## src/logic/aco_pkg.sv

```systemverilog
// constants shared by the current-output channel control
package aco_pkg;
    localparam int CHANNELS = 2;
    localparam int WORD_W = 16;
    localparam int CODE_W = 12;
    // word layout: sign at the top, 12 magnitude bits, 3 ignored bits
    localparam int SIGN_BIT = 15;
    localparam int MAG_HI = 14;
    localparam int MAG_LO = 3;
    // analog scaling
    localparam int COUNTS_PER_MA = 1600;
    localparam int FULL_SCALE_MA = 20;
    localparam logic [15:0] FULL_SCALE_COUNT = 16'(FULL_SCALE_MA * COUNTS_PER_MA);
    localparam logic [15:0] OVER_ERR_COUNT = 16'h7ff8;
    localparam logic [15:0] UNDER_WARN_COUNT = 16'h0300;
    localparam logic [15:0] ZERO_WORD = 16'h0000;
    localparam logic [11:0] ZERO_CODE = 12'h000;
    // status word bit positions
    localparam int ST_GLOBAL = 0;
    localparam int ST_SHORT = 1;
    localparam int ST_OVER_WARN = 2;
    localparam int ST_OVER_ERR = 3;
    localparam int ST_UNDER_WARN = 4;
    localparam int ST_UNDER_ERR = 5;
    // refresh period limits, milliseconds
    localparam logic [7:0] PERIOD_MIN = 8'h05;
    localparam logic [7:0] PERIOD_ONE = 8'h01;
    localparam logic [7:0] PERIOD_ZERO = 8'h00;
    // timing
    localparam int CLK_PERIOD_NS = 10;
    localparam int MS_NS = 1000000;
    localparam int CYC_PER_MS_DEF = MS_NS / CLK_PERIOD_NS;
endpackage : aco_pkg
```

## src/logic/aco_ctrl.sv

```systemverilog
// two-channel current-output control: scaling, status, refresh and fallback
//
// Operation
// - refresh period is an 8-bit millisecond value; only 5 to 255 accepted.
// - a single refresh period serves both channels.
// - on lost communication every channel goes to fallback until it returns.
// - per-channel fallback mode: predefined value, or hold the last output.
// - after reset both channels use predefined-value fallback.
// - predefined fallback value spans 0 to 32000 counts, 0 to 20 mA.
// - after reset both predefined fallback values are zero.
// - in hold mode the stored predefined value is ignored.
// - values resolve to 12 bits; low three bits truncate to a multiple of 8.
// - a negative command drives zero output and raises under-current error.
// - bit 15 is the sign, bits 14 to 3 magnitude, low three ignored.
// - 32000 counts is 20 mA; over-current warning above 32000.
// - over-current error when the count reaches 32760.
// - under-current warning below 768; under-current error at zero.
// - output current scales linearly at 1600 counts per milliampere.
// - outputs follow master data; the block builds each channel status word.
// - without new data for one period the held value is re-applied.
// - status bits 0 to 5: global, short, over warn, over error, under warn, under error.
// - only a supply short sets the global bit, never current faults.
`timescale 1ns/1ps
module aco_ctrl
    import aco_pkg::*;
#(
    parameter int unsigned CYC_PER_MS = CYC_PER_MS_DEF,
    parameter logic [7:0] DEF_PERIOD = 8'h0a
) (
    input wire logic CLK,
    input wire logic RST_N,
    input wire logic WORD_WR,
    input wire logic WORD_SEL,
    input wire logic [15:0] WORD_DATA,
    input wire logic PERIOD_WR,
    input wire logic [7:0] PERIOD_DATA,
    input wire logic FB_WR,
    input wire logic FB_SEL,
    input wire logic FB_HOLD,
    input wire logic [15:0] FB_VALUE,
    input wire logic COMM_LOST,
    input wire logic ACT_SHORT,
    output logic [7:0] PERIOD,
    output logic [15:0] WORD_1,
    output logic [15:0] WORD_2,
    output logic [11:0] CODE_1,
    output logic [11:0] CODE_2,
    output logic LOAD_1,
    output logic LOAD_2,
    output logic [15:0] STATUS_1,
    output logic [15:0] STATUS_2
);
    localparam int MSW = (CYC_PER_MS > 1) ? $clog2(CYC_PER_MS) : 1;
    localparam logic [MSW-1:0] MS_LAST = MSW'(CYC_PER_MS - 1);
    localparam logic [MSW-1:0] MS_ZERO = '0;
    localparam logic [11:0] FULL_CODE = 12'(FULL_SCALE_COUNT >> MAG_LO);

    // count seen by the status logic; negative commands count as zero
    function automatic logic [15:0] aco_count(input logic [15:0] w);
        aco_count = w[SIGN_BIT] ? ZERO_WORD : {1'b0, w[MAG_HI:MAG_LO], 3'b000};
    endfunction : aco_count

    function automatic logic [15:0] aco_status(input logic [15:0] w, input logic short);
        logic [15:0] c;
        logic [15:0] s;
        c = aco_count(w);
        s = ZERO_WORD;
        s[ST_SHORT] = short;
        s[ST_GLOBAL] = short;
        s[ST_OVER_WARN] = (c > FULL_SCALE_COUNT);
        s[ST_OVER_ERR] = (c >= OVER_ERR_COUNT);
        s[ST_UNDER_WARN] = (c < UNDER_WARN_COUNT);
        s[ST_UNDER_ERR] = (c == ZERO_WORD);
        aco_status = s;
    endfunction : aco_status

    logic short_s1;
    logic short_s2;
    logic comm_q;
    logic [MSW-1:0] ms_cnt;
    logic ms_tick;
    logic [7:0] per_cnt;
    logic refresh;
    logic [15:0] word [CHANNELS];
    logic fb_hold [CHANNELS];
    logic [15:0] fb_val [CHANNELS];
    logic [15:0] app [CHANNELS];
    logic [11:0] code [CHANNELS];
    logic load_q [CHANNELS];
    logic [15:0] stat [CHANNELS];
    logic [15:0] src [CHANNELS];
    logic load [CHANNELS];
    logic comm_edge;

    // actuator short comes from the supply monitor, another domain
    always_ff @(posedge CLK or negedge RST_N) begin
        if (!RST_N) begin
            short_s1 <= 1'b0;
            short_s2 <= 1'b0;
        end else begin
            short_s1 <= ACT_SHORT;
            short_s2 <= short_s1;
        end
    end

    always_ff @(posedge CLK or negedge RST_N) begin
        if (!RST_N) begin
            comm_q <= 1'b0;
        end else begin
            comm_q <= COMM_LOST;
        end
    end

    assign comm_edge = COMM_LOST ^ comm_q;

    // out-of-range period writes are dropped, the old period stays
    always_ff @(posedge CLK or negedge RST_N) begin
        if (!RST_N) begin
            PERIOD <= DEF_PERIOD;
        end else if (PERIOD_WR && PERIOD_DATA >= PERIOD_MIN) begin
            PERIOD <= PERIOD_DATA;
        end
    end

    // millisecond prescaler restarts with each data word so the period is exact
    always_ff @(posedge CLK or negedge RST_N) begin
        if (!RST_N) begin
            ms_cnt <= MS_ZERO;
        end else if (WORD_WR || ms_tick) begin
            ms_cnt <= MS_ZERO;
        end else begin
            ms_cnt <= ms_cnt + 1'b1;
        end
    end

    assign ms_tick = (ms_cnt == MS_LAST);

    // one shared period counter for both channels
    always_ff @(posedge CLK or negedge RST_N) begin
        if (!RST_N) begin
            per_cnt <= PERIOD_ZERO;
        end else if (WORD_WR || refresh) begin
            per_cnt <= PERIOD_ZERO;
        end else if (ms_tick) begin
            per_cnt <= per_cnt + PERIOD_ONE;
        end
    end

    assign refresh = ms_tick && (per_cnt >= PERIOD - PERIOD_ONE);

    genvar gi;
    generate
        for (gi = 0; gi < CHANNELS; gi++) begin : g_ch
            // channel index follows WORD_SEL, not word order: WORD_SEL zero is channel one
            always_ff @(posedge CLK or negedge RST_N) begin
                if (!RST_N) begin
                    word[gi] <= ZERO_WORD;
                end else if (WORD_WR && WORD_SEL == 1'(gi)) begin
                    word[gi] <= WORD_DATA;
                end
            end

            // values above full scale are refused; negatives kept and read as zero
            always_ff @(posedge CLK or negedge RST_N) begin
                if (!RST_N) begin
                    fb_hold[gi] <= 1'b0;
                    fb_val[gi] <= ZERO_WORD;
                end else if (FB_WR && FB_SEL == 1'(gi)) begin
                    fb_hold[gi] <= FB_HOLD;
                    if (FB_VALUE[SIGN_BIT] || FB_VALUE <= FULL_SCALE_COUNT) begin
                        fb_val[gi] <= FB_VALUE;
                    end
                end
            end

            always_comb begin
                if (COMM_LOST) begin
                    src[gi] = fb_hold[gi] ? app[gi] : fb_val[gi];
                end else if (WORD_WR && WORD_SEL == 1'(gi)) begin
                    // a fresh word goes out in the cycle it arrives, not one later
                    src[gi] = WORD_DATA;
                end else begin
                    src[gi] = word[gi];
                end
            end

            // data written while the link is down is kept for its return
            assign load[gi] = (WORD_WR && WORD_SEL == 1'(gi) && !COMM_LOST) || refresh || comm_edge;

            always_ff @(posedge CLK or negedge RST_N) begin
                if (!RST_N) begin
                    app[gi] <= ZERO_WORD;
                    code[gi] <= ZERO_CODE;
                end else if (load[gi]) begin
                    app[gi] <= src[gi];
                    // truncation to a multiple of 8 falls out of dropping bits 2..0
                    code[gi] <= src[gi][SIGN_BIT] ? ZERO_CODE : src[gi][MAG_HI:MAG_LO];
                end
            end

            always_ff @(posedge CLK or negedge RST_N) begin
                if (!RST_N) begin
                    load_q[gi] <= 1'b0;
                end else begin
                    load_q[gi] <= load[gi];
                end
            end

            always_ff @(posedge CLK or negedge RST_N) begin
                if (!RST_N) begin
                    stat[gi] <= ZERO_WORD;
                end else begin
                    stat[gi] <= aco_status(app[gi], short_s2);
                end
            end
        end
    endgenerate

    assign WORD_1 = word[0];
    assign WORD_2 = word[1];
    assign CODE_1 = code[0];
    assign CODE_2 = code[1];
    assign LOAD_1 = load_q[0];
    assign LOAD_2 = load_q[1];
    assign STATUS_1 = stat[0];
    assign STATUS_2 = stat[1];
endmodule : aco_ctrl

```

## config.mk

```make
export PLATFORM = sky130hd
export DESIGN_NAME = aco_ctrl
export DESIGN_NICKNAME = d
export VERILOG_FILES = /design/src/logic/aco_pkg.sv /design/src/logic/aco_ctrl.sv
export SDC_FILE = /design/constraint.sdc
export NUM_CORES = 1
export LEC_CHECK = 0
export ABC_AREA = 1
export BUFFER_PORTS_ARGS = -buffer_cell sky130_fd_sc_hd__buf_2
export CORE_MARGIN = 10
export CORE_UTILIZATION = 52
export CTS_BUF_LIST = sky130_fd_sc_hd__clkbuf_4 sky130_fd_sc_hd__clkbuf_8
export DETAILED_ROUTE_END_ITERATION = 10
export HOLD_SLACK_MARGIN = 0.02
export PLACE_DENSITY = 0.78
export SLEW_MARGIN = 20
export SYNTH_ARGS = -nofsm -noshare
export SYNTH_HDL_FRONTEND = slang
export SYNTH_SLANG_ARGS = --single-unit
export TNS_END_PERCENT = 100
```

## constraint.sdc

```tcl
create_clock -name CLK -period 2.35 [get_ports CLK]
set_input_delay 0.1175 -clock CLK [delete_from_list [all_inputs] [get_ports CLK]]
set_output_delay 0.1175 -clock CLK [all_outputs]
set_load 0.03 [all_outputs]
```

## Word level (Yosys, flattened, before mapping)

Cells that the tools add are included.

- Add/subtract/negate cells: 3
- Magnitude comparators: 9
- Equality and inequality tests: 1
- Multiplexer cells: 13
- Bitwise operators: 3
- Reduce and logical (&&, ||, !) cells: 21

Operators with widths:

| cell | number |
|---|---|
| 16-bit 2-to-1 mux | 6 |
| 16-bit zero test | 2 |
| 15-bit >= comparator (second input constant) | 2 |
| 15-bit greater-than comparator (second input constant) | 2 |
| 15-bit by 10-bit < comparator with 1-bit output (second input constant) | 2 |
| 15-bit 2-to-1 mux | 2 |
| 12-bit 2-to-1 mux | 2 |
| 17-bit by 1-bit adder with 17-bit output (second input constant) | 1 |
| 17-bit == test (second input constant) | 1 |
| 17-bit 2-to-1 mux | 1 |
| 16-bit by 15-bit less-or-equal comparator with 1-bit output (second input constant) | 1 |
| 8-bit 2-to-1 mux | 2 |
| 8-bit by 1-bit adder with 8-bit output (second input constant) | 1 |
| 8-bit by 3-bit >= comparator with 1-bit output (second input constant) | 1 |
| 8-bit >= comparator | 1 |
| 1-bit logical AND | 8 |
| 8-bit by 1-bit subtractor with 8-bit output (second input constant) | 1 |
| 1-bit logical OR | 7 |
| 2-bit AND reduction | 2 |
| 1-bit NOT | 2 |
| 2-bit nonzero test | 1 |
| 1-bit zero test | 1 |
| 1-bit XOR | 1 |

- Bits in registers: 166
- Bits of input ports: 50
- Output and inout port bits: 98
- Logic and storage cells: 70

## Longest topological paths before layout

Gate-level depths: netlist of run 1.

- Depth after elaboration: 5
- Depth in mapped cells: 16
- Mapped depth without buffers: 15

## Worst setup path after synthesis of run 1

OpenSTA, ideal clock, no wires.

- Path type: reg-to-reg
- Start point: register PERIOD[0]
- End point: register code, in the netlist CODE_1[0]
- Setup time: 0.117 ns
- Arrival: 2.341 ns
- Data required time: 2.233 ns
- Setup slack: -0.109 ns
- Cell stages (with the launch flop): 16
- Path buffers: 2
- Period minus slack after synthesis: 2.459 ns
- Cells stage by stage: dfrtp_1 inv_1 ha_1 nand2_1 nor3_1 xor2_1 inv_1 ha_1 nand2_1 o21a_1 nand2_1 nand2_2 buf_2 buf_6 nand4_1 nand2_1

- Word-level cells in the longest chain between the ends: 5

Ends and longest elaborated chain:

| element | line | source |
|---|---|---|
| start: declaration | aco_ctrl.sv:43 | `output logic [7:0] PERIOD,` |
| start signal: assignment | aco_ctrl.sv:119 | `PERIOD <= DEF_PERIOD;` |
| start signal: assignment | aco_ctrl.sv:121 | `PERIOD <= PERIOD_DATA;` |
| 8-bit by 1-bit subtractor with 8-bit output | aco_ctrl.sv:149 | `assign refresh = ms_tick && (per_cnt >= PERIOD - PERIOD_ONE);` |
| 8-bit >= comparator | aco_ctrl.sv:149 |  |
| 1-bit logical AND | aco_ctrl.sv:149 |  |
| 1-bit logical OR (2 in series) | aco_ctrl.sv:188 | `assign load[gi] = (WORD_WR && WORD_SEL == 1'(gi) && !COMM_LOST) \|\| refresh \|\| comm_edge;` |
| end signal: indexed assignment | aco_ctrl.sv:197 | `code[gi] <= src[gi][SIGN_BIT] ? ZERO_CODE : src[gi][MAG_HI:MAG_LO];` |
| end: declaration | aco_ctrl.sv:88 | `logic [11:0] code [CHANNELS];` |

Every way passes these cells.
A chain may end at the register's enable or synchronous reset.

## Worst setup path after layout of run 1

- Start point: register PERIOD[2]
- End point: register app[20] (netlist bit)

- Word-level cells in the longest chain between the ends: 5

Ends and longest elaborated chain:

| element | line | source |
|---|---|---|
| 8-bit by 1-bit subtractor with 8-bit output | aco_ctrl.sv:149 |  |
| 8-bit >= comparator | aco_ctrl.sv:149 |  |
| 1-bit logical AND | aco_ctrl.sv:149 |  |
| 1-bit logical OR (2 in series) | aco_ctrl.sv:188 |  |
| end signal: indexed assignment | aco_ctrl.sv:195 | `app[gi] <= src[gi];` |
| end: declaration | aco_ctrl.sv:87 | `logic [15:0] app [CHANNELS];` |

Every way passes these cells.

==> metrics, run 1 <==
number of synthesized flops with an enable pin=0; Wirelength per Cell=17.3 µm; Cell Rows=45; Ports=148; Buffers on Ports=127; gp weighted congestion=0.930; most frequent cells in the layout=nand2_1, dfrtp_1, buf_2; Fin Clk Skew=0.0112 ns; Power per Cell Area=740 mW/mm²; worst reg2reg path startpoint=PERIOD[2]$_DFFE_PN0P_; DP Area=0.00877 mm²; CP max stage delay=0.44 ns; DRT iter0 DRCs=572; Core Area=0.0152 mm²; Routed Antenna Nets=0; CTS buffer count=17; RSZ-0062 raised after global routing=true; Max transition margin=40.4%; cell mode on critical path=nand2_2; first-pass GRT wire length=37600 µm; prevailing post-synth register cell=dfrtp_1; Worst Tran Pin Value=0.892 ns; design area=0.0101 mm²; total track usage=22.9%; total number of vias=7674; die area=0.0208 mm²; hold_sp=WORD_DATA[9]; Period minus WS final=2.49 ns; WS Path Type=reg -> reg; Layout area overhead=25.1%; Synth Instances=1019; Die Y=144 µm; #FFs+latches synth=157; Min-Delay Path Class=in -> reg; share of cells above drive strength 1=21.7%; M2 GR Usage=37.2%; tightest hold margin=0.0374 ns; M3 GR Usage=6.07%; Syn Area/Cell=7.89 µm²; met1 Use GR=28.9%; total congestion overflow=0; Max Clk Rate=0.402 GHz; First-pass DRT Iterations=6; number of fill cells=1246; Worst-path clk slew=0.09 ns; DP HPWL=15900 µm; leakage=5.30 nW; Buf/Inv on CP=2; GRT busiest layer=met2; Final Cycle Share=106%; Mapped Area=0.00804 mm²; YS warnings=0; Initial Utilization=52.9%; DRC errors left=0; failing checks=negative setup slack; critical path's top delay family=simple AND/OR/NAND/NOR gates; Crit path arrival time=2.84 ns; Worst-Skew Late Latency=0.46 ns; fin nets=1255; Final Max Tran Viols=0; status=finished, violations left; CP Launch Type=register; DRT Wirelength=24100 µm; crit-path max FO=7; Final Setup Violations=58; sequential-to-total area share from yosys stat=48.9%; commonest non-fill, non-tap cell in the layout=nand2_1; critical path cell sequence=nor2_2, nand4_1, buf_4, xor2_2, ha_1, a21oi_2, o21a_1, nand2_2, nand2_8, buf_6, nand3_4, nand2_2, nand2_2; register area=0.00393 mm²; setup tns final=-3.82 ns; slowest stage cell, crit path=dfrtp_2; Setup crit end kind=register; worst vdd ir=415 µV; H-tree levels=4; n_diodes=0; Yosys cell types=38; initial antenna violation count=0; chip width=144 µm; number of global-route vias before repair=7257; TritonCTS clock tree=done; Req. time, crit path=2.71 ns; final hold vios=0; Worst Setup SP=PERIOD[2]$_DFFE_PN0P_; CTS Root Cell=clkbuf_8; worst-case clock buffer depth=2; largest net degree at the start of global routing=63; Final WS setup=-0.138 ns; Max-Cap Viols=0; multi-input logic area=0.00364 mm²; Synth async-reset ratio=100%; Via-to-Cell Ratio=5.50; number of clock sinks seen by CTS=157
## power breakdown
group	leakage [nW]	internal (mW)	switching, mW	total [mW]
clock network	0.198	1.07	1.10	2.17
logic	3.11	0.608	1.34	1.94
registers	2.00	3.05	0.281	3.33
## Yosys cell counts, types with 2 or more instances
cell type,count,area share (%)
or2_1,2,0.16
nand3_1,40,2.5
o21ai_0,46,2.9
buf_2,14,0.87
dfrtp_1,155,48
nor2_1,106,4.9
nand2_1,306,14
a41oi_1,3,0.33
ha_1,11,1.7
clkbuf_1,28,1.3
dfstp_2,2,0.65
buf_6,5,0.70
nor3_1,27,1.7
xor2_1,9,0.98
o211ai_1,11,1.0
nor4_1,5,0.39
inv_2,3,0.14
a21boi_0,12,1.1
inv_1,100,4.7
a21oi_1,12,0.75
xnor2_1,3,0.33
buf_4,25,2.3
nand4_1,67,5.2
o21ai_2,13,1.4
## routing by layer
layer  vias to the layer above  share of wire, %
met1                      3627                40
met3                        68               8.8
met4                         0               2.9
met2                       353                49
met5                         -                 0
li1                       3626                 -
## worst paths after layout
kind	to	slack (ns)	depth (start not counted)
setup / recovery	app[20]$_DFFE_PN0P_	-0.14	13
hold / removal	WORD_1[9]$_DFF_PN0_	0.04	3
setup reg to reg	app[20]$_DFFE_PN0P_	-0.14	13
hold reg to reg	short_s2$_DFF_PN0_	0.36	0
max in group asynchronous	PERIOD[3]$_DFFE_PN1P_	1.34	3
min in group asynchronous	short_s2$_DFF_PN0_	0.22	2
## metrics by stage
step	setup slack [ns]	std cells	utilization [%]	total power, mW
after floorplan	0.0210	1038	-	4.55
after global routing	-0.230	1395	66.2	7.83
final	-0.138	1395	66.2	7.45
after detailed placement	-0.177	1300	57.7	5.14
after global placement	0.00124	1300	57.7	5.10
after CTS	-0.0639	1387	65.2	7.39
## kinds of logic after synthesis
kind of cell	synth area share, %
AO/OA/AOI/OAI	8.03
adder cells (fa/ha/maj)	1.71
flip-flops	48.9
AND/OR/NAND/NOR	29.7
other	0.0466
buffers and inverters	10.1
XOR/XNOR	1.51
## worst reg2reg max path: stages, from the launching register on
cell and delay, ns:
dfrtp_2 0.44, nor2_2 0.14, nand4_1 0.16, buf_4 0.19
xor2_2 0.14, ha_1 0.33, a21oi_2 0.14, o21a_1 0.15
nand2_2 0.09, nand2_8 0.11, buf_6 0.14, nand3_4 0.14
nand2_2 0.16, nand2_2 0.06
## layout make-up
| type | count | area share, % |
|---|---|---|
| flip-flops and latches | 157 | 39.1 |
| multi-input cells | 711 | 36.1 |
| repair buffers | 203 | 14.3 |
| inverters | 104 | 3.90 |
| well taps | 188 | 2.34 |
| clock buffers | 17 | 2.33 |
| clock inverters | 15 | 1.85 |
## state kept, by name, indices dropped and copies added (netlist names), 12 cells and up, named ones only
name,flops
CODE_1,12
CODE_2,12
WORD_1,13
WORD_2,13
app,26
fb_val,26
ms_cnt,17
## what timing repair did
| action | CTS | global route |
|---|---|---|
| pin swaps | 17 | 37 |
| cloned | 7 | 3 |
| buffers inserted | 6 | 9 |
| hold endpoints to repair | 117 | 0 |
| hold buffers | 42 | 0 |
| endpoints found under the setup margin | 60 | 60 |
| resized for setup | 26 | 29 |
(Power assumes the default switching activity.)
==> inputs of run 2 (changes only) <==
--- a/config.mk
+++ b/config.mk
@@ -13,6 +13,7 @@
 export DETAILED_ROUTE_END_ITERATION = 10
 export HOLD_SLACK_MARGIN = 0.02
 export PLACE_DENSITY = 0.78
+export REMOVE_ABC_BUFFERS = 1
 export SLEW_MARGIN = 20
 export SYNTH_ARGS = -nofsm -noshare
 export SYNTH_HDL_FRONTEND = slang
==> run 2 against run 1 <==
  * The flow still finishes with violations (negative setup slack)
  * Wire length up 1.1%
  * Combinational power up 4%
  * Sequential cell count unchanged
  * Die area unchanged
  * Total power up 4.6%
  * Critical endpoint is now per_cnt[4]$_DFFE_PN0P_
  * Largest cell class unchanged
==> metrics, run 2 (same netlist as run 1, synthesis figures left out) <==
H-tree levels=4; CP max stage delay=0.40 ns; leakage=5.42 nW; Initial Utilization=52.9%; critical path cell sequence=inv_2, buf_6, nand4_1, nor3_2, xnor2_1, ha_1, a21oi_2, o21a_1, nand2_2, nand2_4, buf_4, clkbuf_16, nand2_1, nor2_1; Final Cycle Share=106%; Wirelength per Cell=17.4 µm; CTS buffer count=17; Buffers on Ports=127; total number of vias=7727; number of clock sinks seen by CTS=157; Final Max Tran Viols=0; final core utilization=67.4%; total track usage=22.9%; most frequent cells in the layout=nand2_1, dfrtp_1, buf_2; Worst-Skew Late Latency=0.48 ns; Max-Cap Viols=0; number of global-route vias before repair=7529; Req. time, crit path=2.75 ns; share of cells above drive strength 1=22.2%; Period minus WS final=2.50 ns; DP HPWL=15500 µm; Setup crit end kind=register; final hold vios=0; CTS Root Cell=clkbuf_8; worst reg-to-reg setup slack=-0.15 ns; tightest hold margin=0.0419 ns; failing checks=negative setup slack; Layout area overhead=27.4%; chip width=144 µm; DRT Wirelength=24300 µm; worst-case clock buffer depth=2; worst slack, placed=-0.152 ns; Final WS setup=-0.146 ns; n_diodes=0; fin nets=1261; crit-path max FO=11; Final Setup Violations=60; Core Area=0.0152 mm²; Power per Cell Area=760 mW/mm²; First-pass DRT Iterations=7; DRC errors left=0; TritonCTS clock tree=done; Via-to-Cell Ratio=5.52; Crit path arrival time=2.90 ns; Worst Setup SP=PERIOD[0]$_DFFE_PN0P_; total congestion overflow=0; Ports=148; Min-Delay Path Class=in -> reg; Worst-path clk slew=0.09 ns; worst vdd ir=436 µV; first-pass GRT wire length=38000 µm; Routed Antenna Nets=0; Largest regs=app x26, fb_val x26, ms_cnt x17; Buf/Inv on CP=4; largest net degree at the start of global routing=65; Die Y=144 µm; Max Clk Rate=0.401 GHz; initial antenna violation count=0; CP Launch Type=register; slowest stage cell, crit path=dfrtp_1; WS Path Type=reg -> reg; worst reg2reg path startpoint=PERIOD[0]$_DFFE_PN0P_; Worst Tran Pin Value=0.766 ns; Fin Clk Skew=0.0144 ns; DRT iter0 DRCs=745; RSZ-0062 raised after global routing=true; Max transition margin=48.9%; hold_sp=WORD_WR; die area=0.0208 mm²; critical path's top delay family=simple AND/OR/NAND/NOR gates; Cell Rows=45; commonest non-fill, non-tap cell in the layout=nand2_1; status=finished, violations left; gp weighted congestion=0.877
## run 2: cell types whose count changed in the layout (fill, tap and decap cells not counted), sizes merged, moves of 3 or more
| cell | change |
|---|---|
| buf | +5 |
| clkbuf | +5 |
| clkinvlp | -4 |
| dlygate4sd3 | +3 |
| nand3 | -3 |
## run 2: layout make-up
cell class                 count  area [µm²]
fill                        1193        4960
sequential                   157        3930
multi-input combinational    708        3600
timing repair buffer         212        1600
inverter                     104         390
clock buffer                  21         289
tap                          188         235
clock inverter                11         201
## run 2: layer usage
layer / up-vias / part of all wire, % / GRT usage, %
li1: 3642 / - / -
met1: 3634 / 40 / 29.0
met2: 395 / 49 / 37.3
met3: 56 / 8.9 / 5.58
met4: 0 / 2.2 / 8.40
met5: - / 0 / 0
## run 2: per-stage QoR
| stage | cell area, µm² | power (mW) | TNS [ns] | std cells |
|---|---|---|---|---|
| global route | 10200 | 8.15 | -12.88 | 1401 |
| CTS | 10000 | 7.70 | -1.97 | 1396 |
| detailed placement | 8820 | 5.15 | -4.84 | 1304 |
| finish | 10200 | 7.79 | -5.08 | 1401 |
| global placement | 8820 | 5.11 | -0.439 | 1304 |
| floorplan | 7690 | 4.47 | -38.37 | 966 |
## run 2: power by group
part / switching, mW / internal (mW) / total [mW] / leakage [nW]
combinational: 1.36 / 0.651 / 2.01 / 3.18
clock: 1.06 / 1.39 / 2.45 / 0.244
sequential: 0.276 / 3.05 / 3.33 / 2.00
## run 2: what timing repair did
item                                    4_1_cts  5_1_grt
pin swaps                                     9       10
hold buffers                                 45        0
gates resized for setup                      25       37
endpoints found under the hold margin       118        0
gates cloned                                  5        3
buffers inserted                             10        2
endpoints found under the setup margin       60       60
## run 2: path summary, 6_finish.rpt
kind	end	cells past startpoint
max	per_cnt[4]$_DFFE_PN0P_	14
min	register	4
max reg2reg	per_cnt[4]$_DFFE_PN0P_	14
min reg2reg	short_s2$_DFF_PN0_	0
max in group asynchronous	CODE_1[2]$_DFFE_PN0P_	3
min in group asynchronous	ms_cnt[9]$_DFF_PN0_	2
## run 2: worst register-to-register path, stage by stage, from the launching register on
cell	delay, ns
dfrtp_1	0.40
inv_2	0.10
buf_6	0.11
nand4_1	0.13
nor3_2	0.19
xnor2_1	0.19
ha_1	0.31
a21oi_2	0.14
o21a_1	0.14
nand2_2	0.06
nand2_4	0.11
buf_4	0.16
clkbuf_16	0.16
nand2_1	0.09
nor2_1	0.14
